<file path="src/adc_ctrl_pkg.sv">
/*
  Package for the converter control block: register offsets, field
  positions, reset values, trigger codes and sequencing counts.
  Assumes an APB slave with 32-bit data, one register per aligned word.
*/
package adc_ctrl_pkg;

  // ----------------------------------------------------------------------
  // Register byte offsets
  // ----------------------------------------------------------------------
  localparam logic [7:0] CONTROL_OFFS = 8'h00;  // Control register
  localparam logic [7:0] CONFIG_OFFS  = 8'h04;  // Configuration register
  localparam logic [7:0] RESULT_OFFS  = 8'h08;  // High and low result bytes
  localparam logic [7:0] INPUT_OFFS   = 8'h0C;  // Negative input, standby

  // ----------------------------------------------------------------------
  // Control register fields
  // ----------------------------------------------------------------------
  localparam int PWR_BIT    = 7;  // Power enable
  localparam int TRACK_BIT  = 6;  // Low-power track select
  localparam int DONE_BIT   = 5;  // Conversion done flag
  localparam int ACTIVE_BIT = 4;  // Conversion active
  localparam int TRIG_LSB   = 0;  // Trigger select, 3 bits

  // Configuration register fields
  localparam int DIV_LSB   = 3;  // Divider, 5 bits
  localparam int ALIGN_BIT = 2;  // Left-align select

  // Input register fields
  localparam int NEG_LSB     = 0;  // Negative input selection, 5 bits
  localparam int STANDBY_BIT = 8;  // Chip standby, tracking shut down

  // ----------------------------------------------------------------------
  // Reset values
  // ----------------------------------------------------------------------
  localparam logic [4:0] DIV_RST     = 5'h1F;  // Divider after reset
  localparam logic [4:0] NEG_GND     = 5'h1F;  // Negative input is ground
  localparam logic [4:0] NEG_RST     = 5'h1F;  // Reset: single-ended

  // ----------------------------------------------------------------------
  // Trigger sources
  // ----------------------------------------------------------------------
  typedef enum logic [2:0] {
    TRIG_SOFT   = 3'b000,
    TRIG_TMR0   = 3'b001,
    TRIG_TMR2   = 3'b010,
    TRIG_TMR1   = 3'b011,
    TRIG_STROBE = 3'b100,
    TRIG_TMR3   = 3'b101
  } trig_sel_t;

  // ----------------------------------------------------------------------
  // Sequencing counts, in SAR clocks, and result width
  // ----------------------------------------------------------------------
  localparam logic [3:0] TRACK_CLKS   = 4'h3;  // Low-power tracking period
  localparam logic [3:0] CONVERT_CLKS = 4'hE;  // Conversion length
  localparam int         RES_BITS     = 10;    // Result width

endpackage : adc_ctrl_pkg

</file>
<file path="src/adc_conv_ctrl.sv">
/*
  Converter conversion control: power, start source selection,
  tracking sequence, SAR timing, result formatting and APB registers.
  Assumes timer overflow inputs are one-cycle pulses on clk_i and the
  strobe pin and comparator are asynchronous.
*/
`timescale 1ns/1ps

// Overview of operation
// - Converter runs only while power enable set
// - Ground negative input means single-ended
// - Single-ended result is unsigned ten bits
// - Differential right-aligned result is sign-extended
// - Differential left-aligned low bits read zero
// - Load result bytes at conversion end, aligned
// - Single-ended unused result bits read zero
// - SAR clock divided from system clock
// - Trigger select picks one of six sources
// - Software writes active bit to start
// - Active bit high for whole conversion
// - Active fall at conversion end sets done flag, interrupt
// - Timer 2/3 overflow byte follows mode
// - Default mode tracks except while converting
// - Low-power mode tracks three SAR clocks first
// - Strobe low-power mode tracks while strobe low
// - Tracking shut down in standby or sleep
// - Divider field equals ratio minus one
module adc_conv_ctrl (
  input  wire logic        clk_i,          // System clock, 250 MHz
  input  wire logic        nrst_i,         // Sync reset, active low
  input  wire logic        psel,           // APB select
  input  wire logic        penable,        // APB enable
  input  wire logic        pwrite,         // APB write
  input  wire logic [7:0]  paddr,          // APB byte address
  input  wire logic [31:0] pwdata,         // APB write data
  output logic [31:0]      prdata,         // APB read data
  output logic             pready,         // APB ready
  output logic             pslverr,        // APB error
  input  wire logic        tmr0_ovf_i,     // Timer 0 overflow pulse
  input  wire logic        tmr1_ovf_i,     // Timer 1 overflow pulse
  input  wire logic        tmr2_lo_ovf_i,  // Timer 2 low byte overflow
  input  wire logic        tmr2_hi_ovf_i,  // Timer 2 high byte overflow
  input  wire logic        tmr2_split_i,   // Timer 2 in 8-bit mode
  input  wire logic        tmr3_lo_ovf_i,  // Timer 3 low byte overflow
  input  wire logic        tmr3_hi_ovf_i,  // Timer 3 high byte overflow
  input  wire logic        tmr3_split_i,   // Timer 3 in 8-bit mode
  input  wire logic        external_convert_strobe_i, // Strobe pin
  input  wire logic        cmp_i,          // Comparator, asynchronous
  output logic [9:0]       dac_code_o,     // Trial code to the DAC
  output logic             track_o,        // Track-and-hold tracking
  output logic             analog_on_o,    // Analog powered
  output logic             done_irq_o      // Done interrupt request
);

  // ----------------------------------------------------------------------
  // Registers
  // ----------------------------------------------------------------------
  logic       converter_power_enable_ff;     // Power enable
  logic       low_power_track_select_ff;     // Low-power tracking
  logic       conversion_done_flag_ff;       // Done flag
  logic       conversion_active_ff;          // Active bit
  logic [2:0] conversion_trigger_select_ff;  // Start source
  logic [4:0] sar_clock_divider_ff;          // Divider field
  logic       left_align_select_ff;          // Alignment
  logic [4:0] neg_input_ff;                  // Negative input selection
  logic       standby_ff;                    // Chip standby
  logic [7:0] result_high_byte_ff;           // Result high byte
  logic [7:0] result_low_byte_ff;            // Result low byte

  // ----------------------------------------------------------------------
  // Sequencer state
  // ----------------------------------------------------------------------
  typedef enum logic [1:0] {
    ST_IDLE    = 2'b00,  // Waiting for a start
    ST_TRACK   = 2'b01,  // Low-power tracking period
    ST_CONVERT = 2'b10,  // Resolving bits
    ST_ARMED   = 2'b11   // Strobe low, tracking in low-power mode
  } seq_state_t;

  seq_state_t state_ff;    // Current state
  seq_state_t nxt_state;   // Next state
  logic [3:0] clk_cnt_ff;  // SAR clock counter
  logic [3:0] nxt_clk_cnt; // Next counter value

  // Synchronisers
  logic strobe_meta_ff;  // Strobe first stage
  logic strobe_sync_ff;  // Strobe second stage
  logic strobe_prev_ff;  // Strobe delayed, edge detect
  logic cmp_meta_ff;     // Comparator first stage
  logic cmp_sync_ff;     // Comparator second stage

  // ----------------------------------------------------------------------
  // Decode
  // ----------------------------------------------------------------------
  logic       wr_acc;      // Write access phase
  logic       rd_acc;      // Read access phase
  logic       hit_ctrl;    // Control register selected
  logic       hit_cfg;     // Config register selected
  logic       hit_res;     // Result register selected
  logic       hit_in;      // Input register selected
  logic       mapped;      // Any register selected
  logic       strobe_rise; // Synchronised rising edge
  logic       tmr2_ovf;    // Timer 2 overflow by mode
  logic       tmr3_ovf;    // Timer 3 overflow by mode
  logic       hw_start;    // Hardware start event
  logic       sw_start;    // Software start write
  logic       start;       // Any accepted start
  logic       sar_tick;    // SAR clock enable
  logic       conv_end;    // Last SAR clock of conversion
  logic       differential;// Differential mode
  logic [9:0] code;        // Raw result code
  logic [9:0] sar_trial;   // SAR trial register
  logic [9:0] sar_mask;    // SAR bit under test
  logic [15:0] formatted;  // Result word as loaded
  logic [31:0] rd_mux;     // Read data select

  function automatic logic hit(input logic [7:0] a, input logic [7:0] o);
    hit = (a == o);
  endfunction : hit

  assign wr_acc   = psel && penable && pwrite && pready;  // Completing edge
  assign rd_acc   = psel && penable && !pwrite;
  assign hit_ctrl = hit(paddr, adc_ctrl_pkg::CONTROL_OFFS);
  assign hit_cfg  = hit(paddr, adc_ctrl_pkg::CONFIG_OFFS);
  assign hit_res  = hit(paddr, adc_ctrl_pkg::RESULT_OFFS);
  assign hit_in   = hit(paddr, adc_ctrl_pkg::INPUT_OFFS);
  assign mapped   = hit_ctrl || hit_cfg || hit_res || hit_in;

  // Timer 2/3 source follows the timer mode
  assign tmr2_ovf = tmr2_split_i ? tmr2_lo_ovf_i : tmr2_hi_ovf_i;
  assign tmr3_ovf = tmr3_split_i ? tmr3_lo_ovf_i : tmr3_hi_ovf_i;
  assign strobe_rise = strobe_sync_ff && !strobe_prev_ff;

  // Source selection
  always_comb begin
    unique case (adc_ctrl_pkg::trig_sel_t'(conversion_trigger_select_ff))
      adc_ctrl_pkg::TRIG_TMR0:   hw_start = tmr0_ovf_i;
      adc_ctrl_pkg::TRIG_TMR2:   hw_start = tmr2_ovf;
      adc_ctrl_pkg::TRIG_TMR1:   hw_start = tmr1_ovf_i;
      adc_ctrl_pkg::TRIG_STROBE: hw_start = strobe_rise;
      adc_ctrl_pkg::TRIG_TMR3:   hw_start = tmr3_ovf;
      default:                   hw_start = 1'b0;         // Soft, unused
    endcase
  end

  assign sw_start = wr_acc && hit_ctrl
                    && pwdata[adc_ctrl_pkg::ACTIVE_BIT]
                    && (conversion_trigger_select_ff == 3'b000);
  // Starts ignored while busy or powered down: one pulse, one conversion
  assign start = converter_power_enable_ff && !conversion_active_ff
                 && (sw_start || hw_start);
  assign conv_end = (state_ff == ST_CONVERT) && sar_tick
                    && (clk_cnt_ff == 4'(adc_ctrl_pkg::CONVERT_CLKS - 4'h1));
  assign differential = (neg_input_ff != adc_ctrl_pkg::NEG_GND);
  assign code = sar_trial;

  // Result formatting
  always_comb begin
    if (left_align_select_ff) begin
      formatted = {code, 6'h00};
    end else if (differential) begin
      formatted = {{6{code[9]}}, code};
    end else begin
      formatted = {6'h00, code};
    end
  end

  // ----------------------------------------------------------------------
  // Sequencer next state
  // ----------------------------------------------------------------------
  always_comb begin
    nxt_state   = state_ff;
    nxt_clk_cnt = clk_cnt_ff;
    unique case (state_ff)
      ST_IDLE: begin
        if (start && low_power_track_select_ff) begin
          nxt_state   = ST_TRACK;
          nxt_clk_cnt = 4'h0;
        end else if (start) begin
          nxt_state   = ST_CONVERT;
          nxt_clk_cnt = 4'h0;
        end else if (low_power_track_select_ff && converter_power_enable_ff
                     && conversion_trigger_select_ff == 3'b100
                     && !strobe_sync_ff) begin
          nxt_state = ST_ARMED;
        end
      end
      ST_ARMED: begin
        if (strobe_rise) begin
          nxt_state   = ST_CONVERT;
          nxt_clk_cnt = 4'h0;
        end else if (!low_power_track_select_ff
                     || conversion_trigger_select_ff != 3'b100) begin
          nxt_state = ST_IDLE;
        end
      end
      ST_TRACK: begin
        if (sar_tick) begin
          if (clk_cnt_ff == 4'(adc_ctrl_pkg::TRACK_CLKS - 4'h1)) begin
            nxt_state   = ST_CONVERT;
            nxt_clk_cnt = 4'h0;
          end else begin
            nxt_clk_cnt = 4'(clk_cnt_ff + 4'h1);
          end
        end
      end
      ST_CONVERT: begin
        if (conv_end) begin
          nxt_state = ST_IDLE;
        end else if (sar_tick) begin
          nxt_clk_cnt = 4'(clk_cnt_ff + 4'h1);
        end
      end
    endcase
    if (!converter_power_enable_ff) begin
      nxt_state   = ST_IDLE;
      nxt_clk_cnt = 4'h0;
    end
  end

  // ----------------------------------------------------------------------
  // Submodules
  // ----------------------------------------------------------------------
  sar_clk_div u_div (
    .clk_i  (clk_i),
    .nrst_i (nrst_i),
    .run_i  (converter_power_enable_ff && state_ff != ST_IDLE
             && state_ff != ST_ARMED),
    .div_i  (sar_clock_divider_ff),
    .tick_o (sar_tick)
  );

  sar_step #(
    .BITS (adc_ctrl_pkg::RES_BITS)
  ) u_sar (
    .clk_i   (clk_i),
    .nrst_i  (nrst_i),
    .load_i  (state_ff != ST_CONVERT && nxt_state == ST_CONVERT),
    .step_i  (state_ff == ST_CONVERT && sar_tick
              && clk_cnt_ff >= 4'h1),
    .cmp_i   (cmp_sync_ff),
    .trial_o (sar_trial),
    .mask_o  (sar_mask)
  );

  // ----------------------------------------------------------------------
  // Synchronisers and sequencer registers
  // ----------------------------------------------------------------------
  always_ff @(posedge clk_i) begin
    if (!nrst_i) begin
      strobe_meta_ff <= 1'b0;
      strobe_sync_ff <= 1'b0;
      strobe_prev_ff <= 1'b0;
      cmp_meta_ff    <= 1'b0;
      cmp_sync_ff    <= 1'b0;
      state_ff       <= ST_IDLE;
      clk_cnt_ff     <= 4'h0;
    end else begin
      strobe_meta_ff <= external_convert_strobe_i;
      strobe_sync_ff <= strobe_meta_ff;
      strobe_prev_ff <= strobe_sync_ff;
      cmp_meta_ff    <= cmp_i;
      cmp_sync_ff    <= cmp_meta_ff;
      state_ff       <= nxt_state;
      clk_cnt_ff     <= nxt_clk_cnt;
    end
  end

  // ----------------------------------------------------------------------
  // Control register, flags and result
  // ----------------------------------------------------------------------
  always_ff @(posedge clk_i) begin
    if (!nrst_i) begin
      converter_power_enable_ff    <= 1'b0;
      low_power_track_select_ff    <= 1'b0;
      conversion_done_flag_ff      <= 1'b0;
      conversion_active_ff         <= 1'b0;
      conversion_trigger_select_ff <= 3'b000;
      sar_clock_divider_ff         <= adc_ctrl_pkg::DIV_RST;
      left_align_select_ff         <= 1'b0;
      neg_input_ff                 <= adc_ctrl_pkg::NEG_RST;
      standby_ff                   <= 1'b0;
      result_high_byte_ff          <= 8'h00;
      result_low_byte_ff           <= 8'h00;
    end else begin
      if (wr_acc && hit_ctrl) begin
        converter_power_enable_ff    <= pwdata[adc_ctrl_pkg::PWR_BIT];
        low_power_track_select_ff    <= pwdata[adc_ctrl_pkg::TRACK_BIT];
        conversion_trigger_select_ff <= pwdata[adc_ctrl_pkg::TRIG_LSB +: 3];
        // Software may clear done; a completing conversion wins
        conversion_done_flag_ff <= pwdata[adc_ctrl_pkg::DONE_BIT] || conv_end;
      end else if (conv_end) begin
        conversion_done_flag_ff <= 1'b1;
      end
      if (wr_acc && hit_cfg) begin
        sar_clock_divider_ff <= pwdata[adc_ctrl_pkg::DIV_LSB +: 5];
        left_align_select_ff <= pwdata[adc_ctrl_pkg::ALIGN_BIT];
      end
      if (wr_acc && hit_in) begin
        neg_input_ff <= pwdata[adc_ctrl_pkg::NEG_LSB +: 5];
        standby_ff   <= pwdata[adc_ctrl_pkg::STANDBY_BIT];
      end
      // Active high from start through the last SAR clock
      if (start) begin
        conversion_active_ff <= 1'b1;
      end else if (conv_end || !converter_power_enable_ff) begin
        conversion_active_ff <= 1'b0;
      end
      if (conv_end) begin
        result_high_byte_ff <= formatted[15:8];
        result_low_byte_ff  <= formatted[7:0];
      end
    end
  end

  // ----------------------------------------------------------------------
  // APB read and outputs
  // ----------------------------------------------------------------------
  always_comb begin
    rd_mux = 32'h0000_0000;
    if (hit_ctrl) begin
      rd_mux[7:0] = {converter_power_enable_ff, low_power_track_select_ff,
                     conversion_done_flag_ff, conversion_active_ff,
                     1'b0, conversion_trigger_select_ff};
    end else if (hit_cfg) begin
      rd_mux[7:0] = {sar_clock_divider_ff, left_align_select_ff, 2'b00};
    end else if (hit_res) begin
      rd_mux[15:0] = {result_high_byte_ff, result_low_byte_ff};
    end else if (hit_in) begin
      rd_mux[8:0] = {standby_ff, 3'b000, neg_input_ff};
    end
  end

  always_ff @(posedge clk_i) begin
    if (!nrst_i) begin
      prdata      <= 32'h0000_0000;
      pready      <= 1'b0;
      pslverr     <= 1'b0;
      dac_code_o  <= 10'h000;
      track_o     <= 1'b0;
      analog_on_o <= 1'b0;
      done_irq_o  <= 1'b0;
    end else begin
      // One wait state: answer in the cycle after the access phase opens
      pready      <= psel && penable && !pready;
      pslverr     <= psel && penable && !pready && !mapped;
      prdata      <= (rd_acc && !pready) ? rd_mux : 32'h0000_0000;
      dac_code_o  <= sar_trial;
      analog_on_o <= converter_power_enable_ff;
      // Tracking: default mode off while converting; low-power mode
      // only in track or armed states; never in standby or powered down
      track_o <= converter_power_enable_ff && !standby_ff
                 && (low_power_track_select_ff
                     ? (nxt_state == ST_TRACK || nxt_state == ST_ARMED)
                     : (nxt_state != ST_CONVERT));
      done_irq_o <= conversion_done_flag_ff || conv_end;
    end
  end

endmodule : adc_conv_ctrl

</file>
<file path="src/sar_clk_div.sv">
/*
  SAR clock divider: emits a one-cycle enable every (div+1) clocks.
  Assumes a single clock domain and a synchronous active-low reset.
*/
`timescale 1ns/1ps
module sar_clk_div (
  input  wire logic       clk_i,     // System clock
  input  wire logic       nrst_i,    // Sync reset, active low
  input  wire logic       run_i,     // Divider runs while high
  input  wire logic [4:0] div_i,     // Divide value minus one
  output logic            tick_o     // One-cycle SAR clock enable
);

  logic [4:0] cnt_ff;   // Divider counter
  logic [4:0] nxt_cnt;  // Next counter value
  logic       wrap;     // Counter reached the divide value

  assign wrap    = (cnt_ff >= div_i);
  assign nxt_cnt = wrap ? 5'h00 : 5'(cnt_ff + 5'h01);

  // --------------------------------------------------------------------
  // Counter and tick
  // --------------------------------------------------------------------
  always_ff @(posedge clk_i) begin
    if (!nrst_i || !run_i) begin
      cnt_ff <= 5'h00;
      tick_o <= 1'b0;
    end else begin
      cnt_ff <= nxt_cnt;
      tick_o <= wrap;
    end
  end

endmodule : sar_clk_div

</file>
<file path="src/sar_step.sv">
/*
  Successive-approximation register: resolves one bit per SAR tick,
  most significant first, against the comparator answer.
  Assumes the comparator settles within one SAR clock.
*/
`timescale 1ns/1ps
module sar_step #(
  parameter int BITS = 10  // Result width
) (
  input  wire logic            clk_i,    // System clock
  input  wire logic            nrst_i,   // Sync reset, active low
  input  wire logic            load_i,   // Start a new approximation
  input  wire logic            step_i,   // Resolve one bit
  input  wire logic            cmp_i,    // Comparator: input above trial
  output logic [BITS-1:0]      trial_o,  // Trial code to the DAC
  output logic [BITS-1:0]      mask_o    // Bit under test, one-hot
);

  // --------------------------------------------------------------------
  // Trial code and pointer
  // --------------------------------------------------------------------
  always_ff @(posedge clk_i) begin
    if (!nrst_i) begin
      trial_o <= '0;
      mask_o  <= '0;
    end else if (load_i) begin
      trial_o <= {1'b1, {(BITS-1){1'b0}}};  // Start at mid-scale
      mask_o  <= {1'b1, {(BITS-1){1'b0}}};
    end else if (step_i && (mask_o != '0)) begin
      // Keep or drop tested bit, try next one down
      trial_o <= (cmp_i ? trial_o : (trial_o & ~mask_o)) | (mask_o >> 1);
      mask_o  <= mask_o >> 1;
    end
  end

endmodule : sar_step

</file>
<file path="config.mk">
export PLATFORM = sky130hd
export DESIGN_NAME = adc_conv_ctrl
export DESIGN_NICKNAME = d
export VERILOG_FILES = /design/src/adc_ctrl_pkg.sv /design/src/adc_conv_ctrl.sv /design/src/sar_clk_div.sv /design/src/sar_step.sv
export SDC_FILE = /design/constraint.sdc
export NUM_CORES = 1
export LEC_CHECK = 0
export ABC_AREA = 1
export BUFFER_PORTS_ARGS = -buffer_cell sky130_fd_sc_hd__clkbuf_2
export CORE_ASPECT_RATIO = 0.75
export CORE_UTILIZATION = 38
export CTS_BUF_LIST = sky130_fd_sc_hd__clkbuf_8 sky130_fd_sc_hd__clkbuf_16
export DETAILED_ROUTE_END_ITERATION = 8
export GPL_TIMING_DRIVEN = 0
export HOLD_SLACK_MARGIN = 0.02
export REMOVE_ABC_BUFFERS = 1
export SLEW_MARGIN = 20
export SYNTH_ARGS = -nofsm -noshare
export SYNTH_HDL_FRONTEND = slang
export SYNTH_HIERARCHICAL = 1
export SYNTH_SLANG_ARGS = --single-unit
</file>
<file path="constraint.sdc">
create_clock -name clk_i -period 2.9 [get_ports clk_i]
set_clock_uncertainty 0.2 [all_clocks]
set_input_delay 0.29 -clock clk_i [delete_from_list [all_inputs] [get_ports clk_i]]
set_output_delay 0.29 -clock clk_i [all_outputs]
set_load 0.05 [all_outputs]
</file>
### After elaboration in Yosys (flattened, before gate mapping)

Cells that the tools add are included.

* bits in read-only memories: 0
* logic and storage cells: 173
* bits in latches: 0
* output and inout bits: 47
* memories kept: 0
* bits in writable memories: 0
* register bits after elaboration: 119

* reductions and logical operators: 65
* add/sub/neg operators: 2
* mux-type cells: 37
* bitwise gates (word level): 6
* divide/modulo/power cells: 0
* shift-type cells: 0
* eq/ne operators: 26
* magnitude comparators: 2
* $mul: 0

Operators by type and width (number)
* two-way mux 10 bit: 5
* two-way mux 16 bit: 2
* logical AND 1 bit: 28
* two-way mux 4 bit: 7
* two-way mux 2 bit: 9
* two-way mux 9 bit: 2
* equality test 8 x 4 -> 1 bit (second input constant): 2
* two-way mux 8 bit: 2
* one-hot mux 4 bit (4 select lines): 1
* logical NOT 1 bit: 11
* AND 10 bit: 1
* logical OR 1 bit: 10
* inequality test 2 bit (second input constant): 5
* NOT 10 bit: 1
* bitwise OR 10 x 9 -> 10 bit: 1
* nonzero test 10 bit: 1
* equality test 2 bit (second input constant): 4
* equality test 8 x 3 -> 1 bit (second input constant): 1
* logical NOT 8 bit: 1
* one-hot mux 2 bit (4 select lines): 1
* nonzero test 2 bit: 4
* two-way mux 1 bit: 7
* equality test 3 x 2 -> 1 bit (second input constant): 2
* equality test 3 bit (second input constant): 2
* 21 further kinds: 28

### Longest topological paths before layout

Gate-level depths: netlist of the first run.

* word-level depth: 16
* gate-level depth with buffers: 16

### Hierarchy

Netlist of the first run, hierarchy kept.

Modules (own cells, without submodules)
* adc_conv_ctrl: times used 1, sequential area each 1541.5 µm², area each 3450.8 µm², cells each 454
* sar_step: times used 1, sequential area each 400.4 µm², area each 918.4 µm², cells each 127
* sar_clk_div: times used 1, sequential area each 120.1 µm², area each 351.6 µm², cells each 44

### Worst setup path after synthesis of the first run

No wires, ideal clock.

* path type: flip-flop to flip-flop
* start: register pready
* end: register u_sar.trial_o[8]
* cell stages (with the launch flop): 13
* arrival: 2.231 ns
* period minus slack after synthesis: 2.558 ns
* required time: 2.573 ns
* setup slack: 0.342 ns
* cell sequence: dfxtp_1 -> inv_1 -> nor3_2 -> nand3_1 -> nand3_2 -> nand2_2 -> nand3b_1 -> nand3_1 -> nor3_1 -> inv_1 -> nand2_1 -> buf_2 -> a21oi_1

* cells in the longest elaborated chain, start to end: 13
* elaborated cells between the ends (all ways): 14

RTL lines
* start, declared: line adc_conv_ctrl.sv:37 `output logic pready,`
* start signal, assigned: line adc_conv_ctrl.sv:345 `pready <= psel && penable && !pready;`
* logical AND 1 bit (*): line adc_conv_ctrl.sv:121 `assign wr_acc = psel && penable && pwrite && pready;`
* logical AND 1 bit (*): line adc_conv_ctrl.sv:146 `assign sw_start = wr_acc && hit_ctrl`
* logical AND 1 bit (*): line adc_conv_ctrl.sv:147 `&& pwdata[adc_ctrl_pkg::ACTIVE_BIT]`
* logical AND 1 bit (*): line adc_conv_ctrl.sv:148 `&& (conversion_trigger_select_ff == 3'b000);`
* logical OR 1 bit (*): line adc_conv_ctrl.sv:151 `&& (sw_start || hw_start);`
* logical AND 1 bit (*): line adc_conv_ctrl.sv:151
* two-way mux 2 bit or logical AND 1 bit (tied branches): line adc_conv_ctrl.sv:179, adc_conv_ctrl.sv:176
* two-way mux 2 bit (*): line adc_conv_ctrl.sv:176 `if (start && low_power_track_select_ff) begin`
* one-hot mux 2 bit (4 select lines) (*): line adc_conv_ctrl.sv:174 `unique case (state_ff)`
* two-way mux 2 bit (*): line adc_conv_ctrl.sv:215 `if (!converter_power_enable_ff) begin`
* equality test 2 bit (*): line adc_conv_ctrl.sv:238 `.load_i (state_ff != ST_CONVERT && nxt_state == ST_CONVERT),`
* logical AND 1 bit (*): line adc_conv_ctrl.sv:238
* OR reduction 2 bit (no source line) (*)
* end signal, assigned: line sar_step.sv:27 `trial_o <= {1'b1, {(BITS-1){1'b0}}};`
* end signal, assigned: line sar_step.sv:31 `trial_o <= (cmp_i ? trial_o : (trial_o & ~mask_o)) | (mask_o >> 1);`
* end, declared: line sar_step.sv:15 `output logic [BITS-1:0] trial_o,`

Every way passes the cells marked *; elsewhere a longest branch is shown, timed or not.
A chain may end at the register's enable or synchronous reset.

### Final worst setup path of the first run

* start: register state_ff[0]
* end: register u_sar.trial_o[3]

* cells in the longest elaborated chain, start to end: 9
* elaborated cells between the ends (all ways): 22

RTL lines
* start, declared: line adc_conv_ctrl.sv:80 `seq_state_t state_ff;`
* start signal, assigned: line adc_conv_ctrl.sv:264 `state_ff <= nxt_state;`
* equality test 2 bit: line adc_conv_ctrl.sv:152, adc_conv_ctrl.sv:174, adc_conv_ctrl.sv:239
* logical AND 1 bit: line adc_conv_ctrl.sv:152, adc_conv_ctrl.sv:239
* logical AND 1 bit: line adc_conv_ctrl.sv:153 `&& (clk_cnt_ff == 4'(adc_ctrl_pkg::CONVERT_CLKS - 4'h1));`
* two-way mux 2 bit: line adc_conv_ctrl.sv:208 `if (conv_end) begin`
* one-hot mux 2 bit (4 select lines): line adc_conv_ctrl.sv:174
* two-way mux 2 bit: line adc_conv_ctrl.sv:215
* equality test 2 bit: line adc_conv_ctrl.sv:238
* logical AND 1 bit: line adc_conv_ctrl.sv:238
* OR reduction 2 bit (no source line)

Several ways; a longest one is shown, not always the timed one.

==> summary.txt, run 1 <==
Place
  • Final GP Congestion: 0.860
  • Post-place instance area: 5070 um2
  • Number of port buffers: 62
  • HPWL after DPL: 8080 um
  • Pre-CTS setup slack: -418 ps

Setup path
  • Crit path max fanout: 18
  • Worst flop-to-flop path endpoint: u_sar/trial_o[3]
  • CP required: 2930 ps
  • R2R Path Start: state_ff[0]
  • R2R depth: 13
  • Crit path DAT: 2690 ps
  • Worst setup path start: state_ff[0]
  • CP endpoint: u_sar/trial_o[3]
  • Type of origin of the critical path: flip-flop
  • Worst R2R Setup Slack: 240 ps
  • Setup CP Type: reg2reg
  • CP endpoint kind: flip-flop

Synth
  • Cell Area, Synth: 4720 um2
  • Top cells by area, synth: dfxtp_1 (44%), nand2_1 (12%), inv_1 (7.3%), a21oi_1 (4.5%), nor2_1 (4.2%)
  • #FFs+latches synth: 103
  • Yosys cell types: 43
  • Area share of the largest cell type after synthesis: 43.7%
  • Fraction of registers with async set/reset: 0%
  • Most used DFF post-synth: dfxtp_1
  • Number of flops mapped to enable cells by yosys: 0
  • Syn Inst Count: 625
  • Sequential share of the synthesized area: 43.7%
  • Synth warnings: 6
  • Syn Area/Cell: 7.55 um2
  • Leading area contributor after synthesis: dfxtp_1

STA
  • Relative slew slack: 42.9%
  • Final min period: 2660 ps
  • Period utilization: 91.7%
  • Final setup fails: 0
  • Hold slack: 54.5 ps
  • Final Slew Violations: 0
  • Final WS setup: 242 ps
  • Final hold viol count: 0
  • Fmax: 0.376 GHz
  • Worst slew pin tran: 856 ps
  • RSZ-0062 raised after global routing: no

Route
  • Via Count: 4039
  • Initial detailed-routing violation count: 325
  • DRT Wirelength: 11000 um
  • Number of remaining DRC errors: 0
  • TritonRoute pass-1 iters: 5
  • Antenna Nets Post-Route: 0
  • DR WL/cell: 12.8 um
  • Routed vias/inst: 4.70

Global route
  • Vias in the first global route: 3683
  • GRT Total Usage: 17.7%
  • Grt ovf: 0
  • First-pass GRT wire length: 17600 um
  • Initial antenna violation count: 0
  • Pin count of the biggest net entering global routing: 40

Pwr
  • Pleak: 2.50 nW
  • PnR Total Power: 2.82 mW
  • Peak supply drop: 0.260 mV
  • Pwr Density: 513 nW/um2

Hold path
  • Hold Crit Depth: 3
  • Min-delay worst type: in2reg
  • Hold Crit Start: penable

Finish
  • Most frequent cells in the layout: nand2_1 (147), dfxtp_1 (103), inv_1 (92), clkbuf_2 (62), nor2_1 (53)
  • Multi-input gate area: 2110 um2
  • Layout area overhead: 16.2%
  • Nets: 761
  • Reg area: 2060 um2
  • Antenna Cells: 0
  • Share of cells above drive strength 1: 18.1%
  • Core Util, Final: 46.4%
  • Design area: 5490 um2
  • Layout filler cell count: 1209
  • Most common cell after layout, fill and taps aside: nand2_1

Floorplan
  • Die area: 12900 um2
  • Core ar.: 11800 um2
  • Chip height: 98.5 um
  • Die span in x: 131 um
  • Starting Density: 39.9%
  • Site Rows: 34
  • Io pins: 102

Clocking
  • Worst-Skew Late Latency: 350 ps
  • Clock Pin Slew Worst Setup and Hold Paths: 70 ps
  • CTS tree: done
  • Num CTS Buffers: 9
  • Post-CTS Setup Inserts: 0
  • CTS Sinks: 103
  • CTS root buf: clkbuf_16
  • H-tree Lvls: 3
  • CTS max path bufs: 2

Flow run
  • Max-cap violations: 0

Run status
  • Status: finished clean
[kinds of logic (layout without fill, tap and decap cells)]
| group | Yosys count | count (layout) | synth area share (%) |
|---|---|---|---|
| and+or+nand+nor | 259 | 259 | 24.4 |
| buffers and inverters | 134 | 191 | 13.0 |
| AOI/OAI and AO/OA | 107 | 107 | 13.8 |
| DFF | 103 | 103 | 43.7 |
| adders and majority gates | 14 | 14 | 3.71 |
| xor gates and xnor gates | 4 | 4 | 0.742 |
| muxes | 3 | 3 | 0.636 |
| other | 1 | 16 | 0.0794 |
[through the flow]
step	TNS, ps	instances
floorplan	0	609
global placement	-5300	833
detailed placement	-6670	833
CTS	0	859
global route	0	859
finish	0	859
[how the worst min path moves through the flow]
stage | endpoint | slack (ps)
3_3_place_gp | strobe_sync_ff | 190
3_5_place_dp | strobe_sync_ff | 200
4_1_cts | pready | 50
2_1_floorplan | neg_input_ff[0] | 170
6_report | pready | 50
5_1_grt | pready | 70
[what timing repair did]
| item | in CTS | in global routing |
|---|---|---|
| hold buffers | 10 | 0 |
| endpoints found under the setup margin | 18 | 18 |
| cloned | 0 | 0 |
| resized for setup | 2 | 2 |
| hold endpoints to repair | 12 | 0 |
[state kept, by name (all words and copies together) (netlist names), 8 cells and up]
signal and flops:
u_sar/trial_o 10, prdata 16, result_low_byte_ff 8, dac_code_o 10, result_high_byte_ff 8, u_sar/mask_o 10
[layer usage]
| metal | routed length [um] | GRT usage, % | up-vias |
|---|---|---|---|
| met5 | 0 | 0 | - |
| met4 | 108 | 4.95 | 0 |
| met3 | 536 | 4.13 | 12 |
| met2 | 4700 | 26.7 | 110 |
| met1 | 5670 | 25.1 | 1837 |
| li1 | - | - | 2080 |
[report_power, final]
part           leakage (nW)  total [mW]  internal, mW  switching [mW]
Combinational          1.52       0.133        0.0339          0.0990
Sequential            0.831        1.42          1.42         0.00298
Clock                 0.150        1.26         0.689           0.575
Total                  2.50        2.82          2.14           0.677
[layout make-up]
cell class	count	area share [%]
multi-input cells	403	38.5
flip-flops and latches	103	37.6
repair buffers	72	7.48
inverters	103	7.07
clock buffers	9	4.10
well taps	162	3.69
clock inverters	7	1.57
[cells in the mapped netlist (all sizes together) (3+ instances only)]
cell type / count
xor2: 3
a21oi: 53
nand2: 158
o211ai: 6
clkbuf: 6
a221oi: 5
nand4: 6
nor2: 60
nor3: 9
o22ai: 6
inv: 102
ha: 14
dfxtp: 103
nand3: 23
buf: 25
mux2i: 3
o21ai: 29
[critical path, cell delays in order (launching register included)]
cell     delay [ps]
dfxtp_1         410
inv_1           110
ha_1            270
nand2_1         110
or2_4           230
nand2_1         110
nand2_1          70
nand2_1          40
a21oi_1         140
nand3_1         140
nor3_1          240
inv_1           150
nand2_4         240
a21oi_1          80
No activity file was read; power rests on OpenSTA's default activity.
==> run 2: changes to the inputs <==
Settings changed: SETUP_SLACK_MARGIN from default to 0.3.
==> summary.txt, run 2 (same netlist as run 1, synthesis figures left out) <==
Run status
  • Status: finished clean

STA
  • Final setup fails: 0
  • Final min period: 2390 ps
  • RSZ-0062 raised after global routing: no
  • Fmax: 0.418 GHz
  • Setup TNS: 0 ps
  • Final Slew Violations: 0
  • Final hold viol count: 0
  • Period utilization: 82.4%
  • Relative slew slack: 39.8%
  • Worst slew pin tran: 903 ps

Flow run
  • Max-cap violations: 0

Pwr
  • Pleak: 2.51 nW
  • Peak supply drop: 0.259 mV
  • PnR Total Power: 2.82 mW
  • Total internal power: 2.14 mW
  • Clock Power Share: 44.8%
  • Switching power: 0.676 mW
  • Pwr Density: 511 nW/um2
  • Reg power frac: 50.4%
  • Combinational share of power: 4.8%
  • Sw Ratio: 24.0%

Route
  • Via Count: 4057
  • DR WL/cell: 12.8 um
  • Routed vias/inst: 4.72
  • Initial detailed-routing violation count: 328
  • DRT Wirelength: 11000 um
  • Antenna Nets Post-Route: 0
  • TritonRoute pass-1 iters: 4
  • Number of remaining DRC errors: 0

Clocking
  • Worst-Skew Late Latency: 350 ps
  • CTS max path bufs: 2
  • CTS Sinks: 103
  • CTS tree: done
  • Num CTS Buffers: 9
  • H-tree Lvls: 3
  • CTS root buf: clkbuf_16
  • Clock Pin Slew Worst Setup and Hold Paths: 80 ps

Setup path
  • Critical path's most frequent cell: nand2_1
  • Type of origin of the critical path: flip-flop
  • Crit path max fanout: 18
  • Crit path cell chain: inv_1 > ha_1 > nand2_1 > or2_4 > nand2_1 > nand3_1 > nand2_1 > nand2_1 > nand2_2 > a21oi_1 > nor3_2 > inv_2 > nand2_8 > a21oi_1
  • Slowest stage delay, CP: 410 ps
  • Worst path slowest cell: dfxtp_1
  • Crit path DAT: 2470 ps
  • CP required: 2980 ps
  • R2R depth: 14
  • Setup CP Type: reg2reg
  • CP endpoint kind: flip-flop

Finish
  • Most frequent cells in the layout: nand2_1 (147), dfxtp_1 (103), inv_1 (91), clkbuf_2 (62), nor2_1 (53)
  • Reg area: 2060 um2
  • Antenna Cells: 0
  • Reg with most FFs: prdata
  • Most common cell after layout, fill and taps aside: nand2_1
  • Layout filler cell count: 1209
  • Layout area overhead: 16.7%
  • Multi-input gate area: 2130 um2
  • Nets: 762
  • Core Util, Final: 46.6%
  • Share of cells above drive strength 1: 18.5%
  • Number of flip-flops in the largest register: 16

Place
  • Final GP Congestion: 0.860
  • HPWL after DPL: 8080 um
  • Number of port buffers: 62

Floorplan
  • Die area: 12900 um2
  • Site Rows: 34
  • Starting Density: 39.9%
  • Io pins: 102
  • Die span in x: 131 um
  • Chip height: 98.5 um
  • Core ar.: 11800 um2

Global route
  • Grt ovf: 0
  • First-pass GRT wire length: 17700 um
  • Pin count of the biggest net entering global routing: 40
  • M3 GR Usage: 4.13%
  • Initial antenna violation count: 0
  • GR Util met2: 27.1%
  • GRT Total Usage: 17.8%
  • Vias in the first global route: 3694
  • Met1 Resource Use GR: 25.0%
  • Most crowded layer after global routing: met2

Hold path
  • Hold Crit Depth: 3
  • Min-delay worst type: in2reg
run 2: worst paths after layout:
path	startpoint	end	slack [ps]
min reg2reg	strobe_meta_ff	strobe_sync_ff	220
max	state_ff[0]	u_sar/mask_o[8]	510
max reg2reg	state_ff[0]	u_sar/mask_o[8]	510
min	pwdata[8]	standby_ff	60
run 2: final cells by class:
type	count	share of cell area, %
flip-flops and latches	103	37.4
clock inverters	7	1.57
well taps	162	3.68
repair buffers	73	7.59
inverters	103	7.04
multi-input cells	403	38.6
clock buffers	9	4.09
run 2: layer usage:
layer | vias to the layer above | wire, um
met4 | 0 | 127
met3 | 11 | 753
li1 | 2079 | -
met5 | - | 0
met2 | 128 | 4680
met1 | 1839 | 5420
run 2: per-stage QoR:
step / instances / worst slack (ps) / cell area [um2] / hold WS (ps)
floorplan: 609 / 290 / 4550 / 174
global placement: 833 / -320 / 5070 / 194
detailed placement: 833 / -418 / 5070 / 203
CTS: 859 / 311 / 5500 / 46.4
global route: 860 / 329 / 5510 / 74.4
finish: 860 / 510 / 5510 / 57.9
run 2: critical path: cells and delay by family (launching register included):
family                     cells  cell delay [ps]
DFF                            1              410
buffers and inverters          2              240
adders and majority gates      1              280
and+or+nand+nor                9              800
AOI/OAI and AO/OA              2              390
run 2: timing repair:
item	in CTS	in global routing
resized for setup	6	1
setup endpoints to repair	20	20
hold buffers	10	0
endpoints found under the hold margin	12	0
pin swaps	0	1
buffers inserted	0	1
run 2: power groups by stage:
stage	clock network, mW	logic [mW]	registers [mW]
2_1_floorplan	0	0.0738	1.46
3_3_place_gp	0	0.120	1.45
3_5_place_dp	0	0.121	1.45
4_1_cts	1.30	0.134	1.42
5_1_grt	1.35	0.144	1.42
6_report	1.26	0.134	1.42
==> run 3: changes to the inputs <==
Clock period 2.9 ns to 2.3 ns, I/O delays scaled along.
==> summary.txt, run 3 (same netlist as run 1, synthesis figures left out) <==
Pwr
  • Clock Power Share: 44.7%
  • Pwr Density: 608 nW/um2
  • Switching power: 0.862 mW
  • Total internal power: 2.70 mW
  • Reg power frac: 50.1%
  • Sw Ratio: 24.2%
  • Combinational share of power: 5.2%
  • Peak supply drop: 0.327 mV
  • Pleak: 2.65 nW

Global route
  • Grt ovf: 0
  • Vias in the first global route: 3856
  • GRT Total Usage: 18.5%
  • Initial antenna violation count: 0
  • Pin count of the biggest net entering global routing: 42
  • First-pass GRT wire length: 18400 um

Setup path
  • Worst path slowest cell: dfxtp_4
  • Crit path DAT: 2200 ps
  • Setup CP Type: reg2reg
  • CP endpoint kind: flip-flop
  • CP required: 2350 ps
  • Crit path max fanout: 6
  • Worst R2R Setup Slack: 150 ps
  • Slowest stage delay, CP: 360 ps
  • Crit path cell chain: inv_4 > ha_4 > nand2_1 > or2_4 > nand2_4 > nand3_2 > nand2_1 > nand2_1 > nand2_2 > a21oi_4 > nor3_2 > bufinv_8 > nand2_4 > a21oi_2
  • Type of origin of the critical path: flip-flop
  • Critical path's most frequent cell: nand2_1

Floorplan
  • Die area: 12900 um2
  • Core ar.: 11800 um2
  • Starting Density: 39.9%
  • Site Rows: 34
  • Io pins: 102
  • Die span in x: 131 um
  • Chip height: 98.5 um

Route
  • TritonRoute pass-1 iters: 5
  • Initial detailed-routing violation count: 343
  • DRT Wirelength: 11600 um
  • Routed length on met1: 5760 um
  • Via Count: 4191
  • Uppermost layer routed: met4
  • Number of remaining DRC errors: 0
  • DR WL/cell: 13.1 um
  • Antenna Nets Post-Route: 0
  • Routed met2 length: 5040 um
  • Routed vias/inst: 4.76
  • Met3 wire length: 663 um

Finish
  • Antenna Cells: 0
  • Nets: 782
  • Number of flip-flops in the largest register: 16
  • Layout area overhead: 24.3%
  • Reg area: 2080 um2
  • Most common cell after layout, fill and taps aside: nand2_1
  • Multi-input gate area: 2300 um2
  • Share of cells above drive strength 1: 25.5%
  • Most frequent cells in the layout: nand2_1 (143), dfxtp_1 (96), inv_1 (86), clkbuf_2 (61), nor2_1 (51)
  • Reg with most FFs: prdata
  • Core Util, Final: 49.6%
  • Layout filler cell count: 1172

Clocking
  • CTS root buf: clkbuf_16
  • Worst-Skew Late Latency: 350 ps
  • Clock Pin Slew Worst Setup and Hold Paths: 80 ps
  • Num CTS Buffers: 9
  • H-tree Lvls: 3
  • CTS Sinks: 103
  • CTS max path bufs: 2
  • CTS tree: done

Place
  • HPWL after DPL: 8080 um
  • Number of port buffers: 62
  • Pre-CTS setup slack: -1020 ps
  • Final GP Congestion: 0.860

Flow run
  • Max-cap violations: 0

STA
  • Period utilization: 93.6%
  • Relative slew slack: 64.4%
  • Final min period: 2150 ps
  • RSZ-0062 raised after global routing: yes
  • Final setup fails: 0
  • Final WS setup: 148 ps
  • Fmax: 0.465 GHz
  • Final hold viol count: 0
  • Worst slew pin tran: 533 ps
  • Final Slew Violations: 0

Hold path
  • Min-delay worst type: in2reg

Run status
  • Status: finished clean
-- run 3: power groups by stage --
| stage | combinational [mW] | sequential (mW) | clock [mW] |
|---|---|---|---|
| finish | 0.186 | 1.79 | 1.59 |
| global route | 0.199 | 1.79 | 1.70 |
| CTS | 0.178 | 1.79 | 1.63 |
| detailed placement | 0.153 | 1.83 | 0 |
| global placement | 0.151 | 1.83 | 0 |
| floorplan | 0.0931 | 1.84 | 0 |
-- run 3: metal layers --
layer / track usage (%) / vias up
met5: 0 / -
met4: 5.04 / 0
met3: 4.13 / 10
met2: 28.8 / 135
met1: 25.7 / 1920
li1: - / 2126
-- run 3: metrics by stage --
stage / setup TNS (ps) / hold slack, ps / power (mW) / cell area, um2 / std cells
floorplan: -5270 / 114 / 1.93 / 4550 / 609
global placement: -19850 / 194 / 1.98 / 5070 / 833
detailed placement: -21430 / 203 / 1.99 / 5070 / 833
CTS: 0 / 165 / 3.60 / 5750 / 873
global route: 0 / 58.6 / 3.68 / 5870 / 880
finish: 0 / 58.7 / 3.56 / 5870 / 880
-- run 3: repair_timing --
| action | 4_1_cts | 5_1_grt |
|---|---|---|
| gates cloned | 2 | 1 |
| gates resized for setup | 47 | 19 |
| setup buffers | 10 | 6 |
| hold buffers | 12 | 0 |
| endpoints found under the setup margin | 54 | 35 |
| pin swaps | 8 | 6 |
| hold endpoints to repair | 17 | 0 |
-- run 3: area by class of cell --
| class | instances | area share (%) |
|---|---|---|
| Multi-Input combinational cell | 406 | 39.1 |
| Clock inverter | 7 | 1.47 |
| Timing Repair Buffer | 90 | 9.53 |
| Clock buffer | 9 | 3.84 |
| Inverter | 103 | 7.08 |
| Tap cell | 162 | 3.46 |
| Sequential cell | 103 | 35.5 |
-- run 3: path summary, 6_finish.rpt --
path / endpoint / cells after the start / from
setup / recovery: u_sar/mask_o[3] / 14 / state_ff[0]
hold / removal: sar_clock_divider_ff[3] / 2 / nrst_i
setup reg to reg: u_sar/mask_o[3] / 14 / state_ff[0]
hold reg to reg: strobe_sync_ff / 2 / strobe_meta_ff
-- run 3: critical path, delay by kind of cell (launching register included) --
kind,cells,cell delay (ps)
AND/OR/NAND/NOR,9,950
flip-flops,1,360
buffers and inverters,2,310
adder cells (fa/ha/maj),1,130
AO/OA/AOI/OAI,2,80
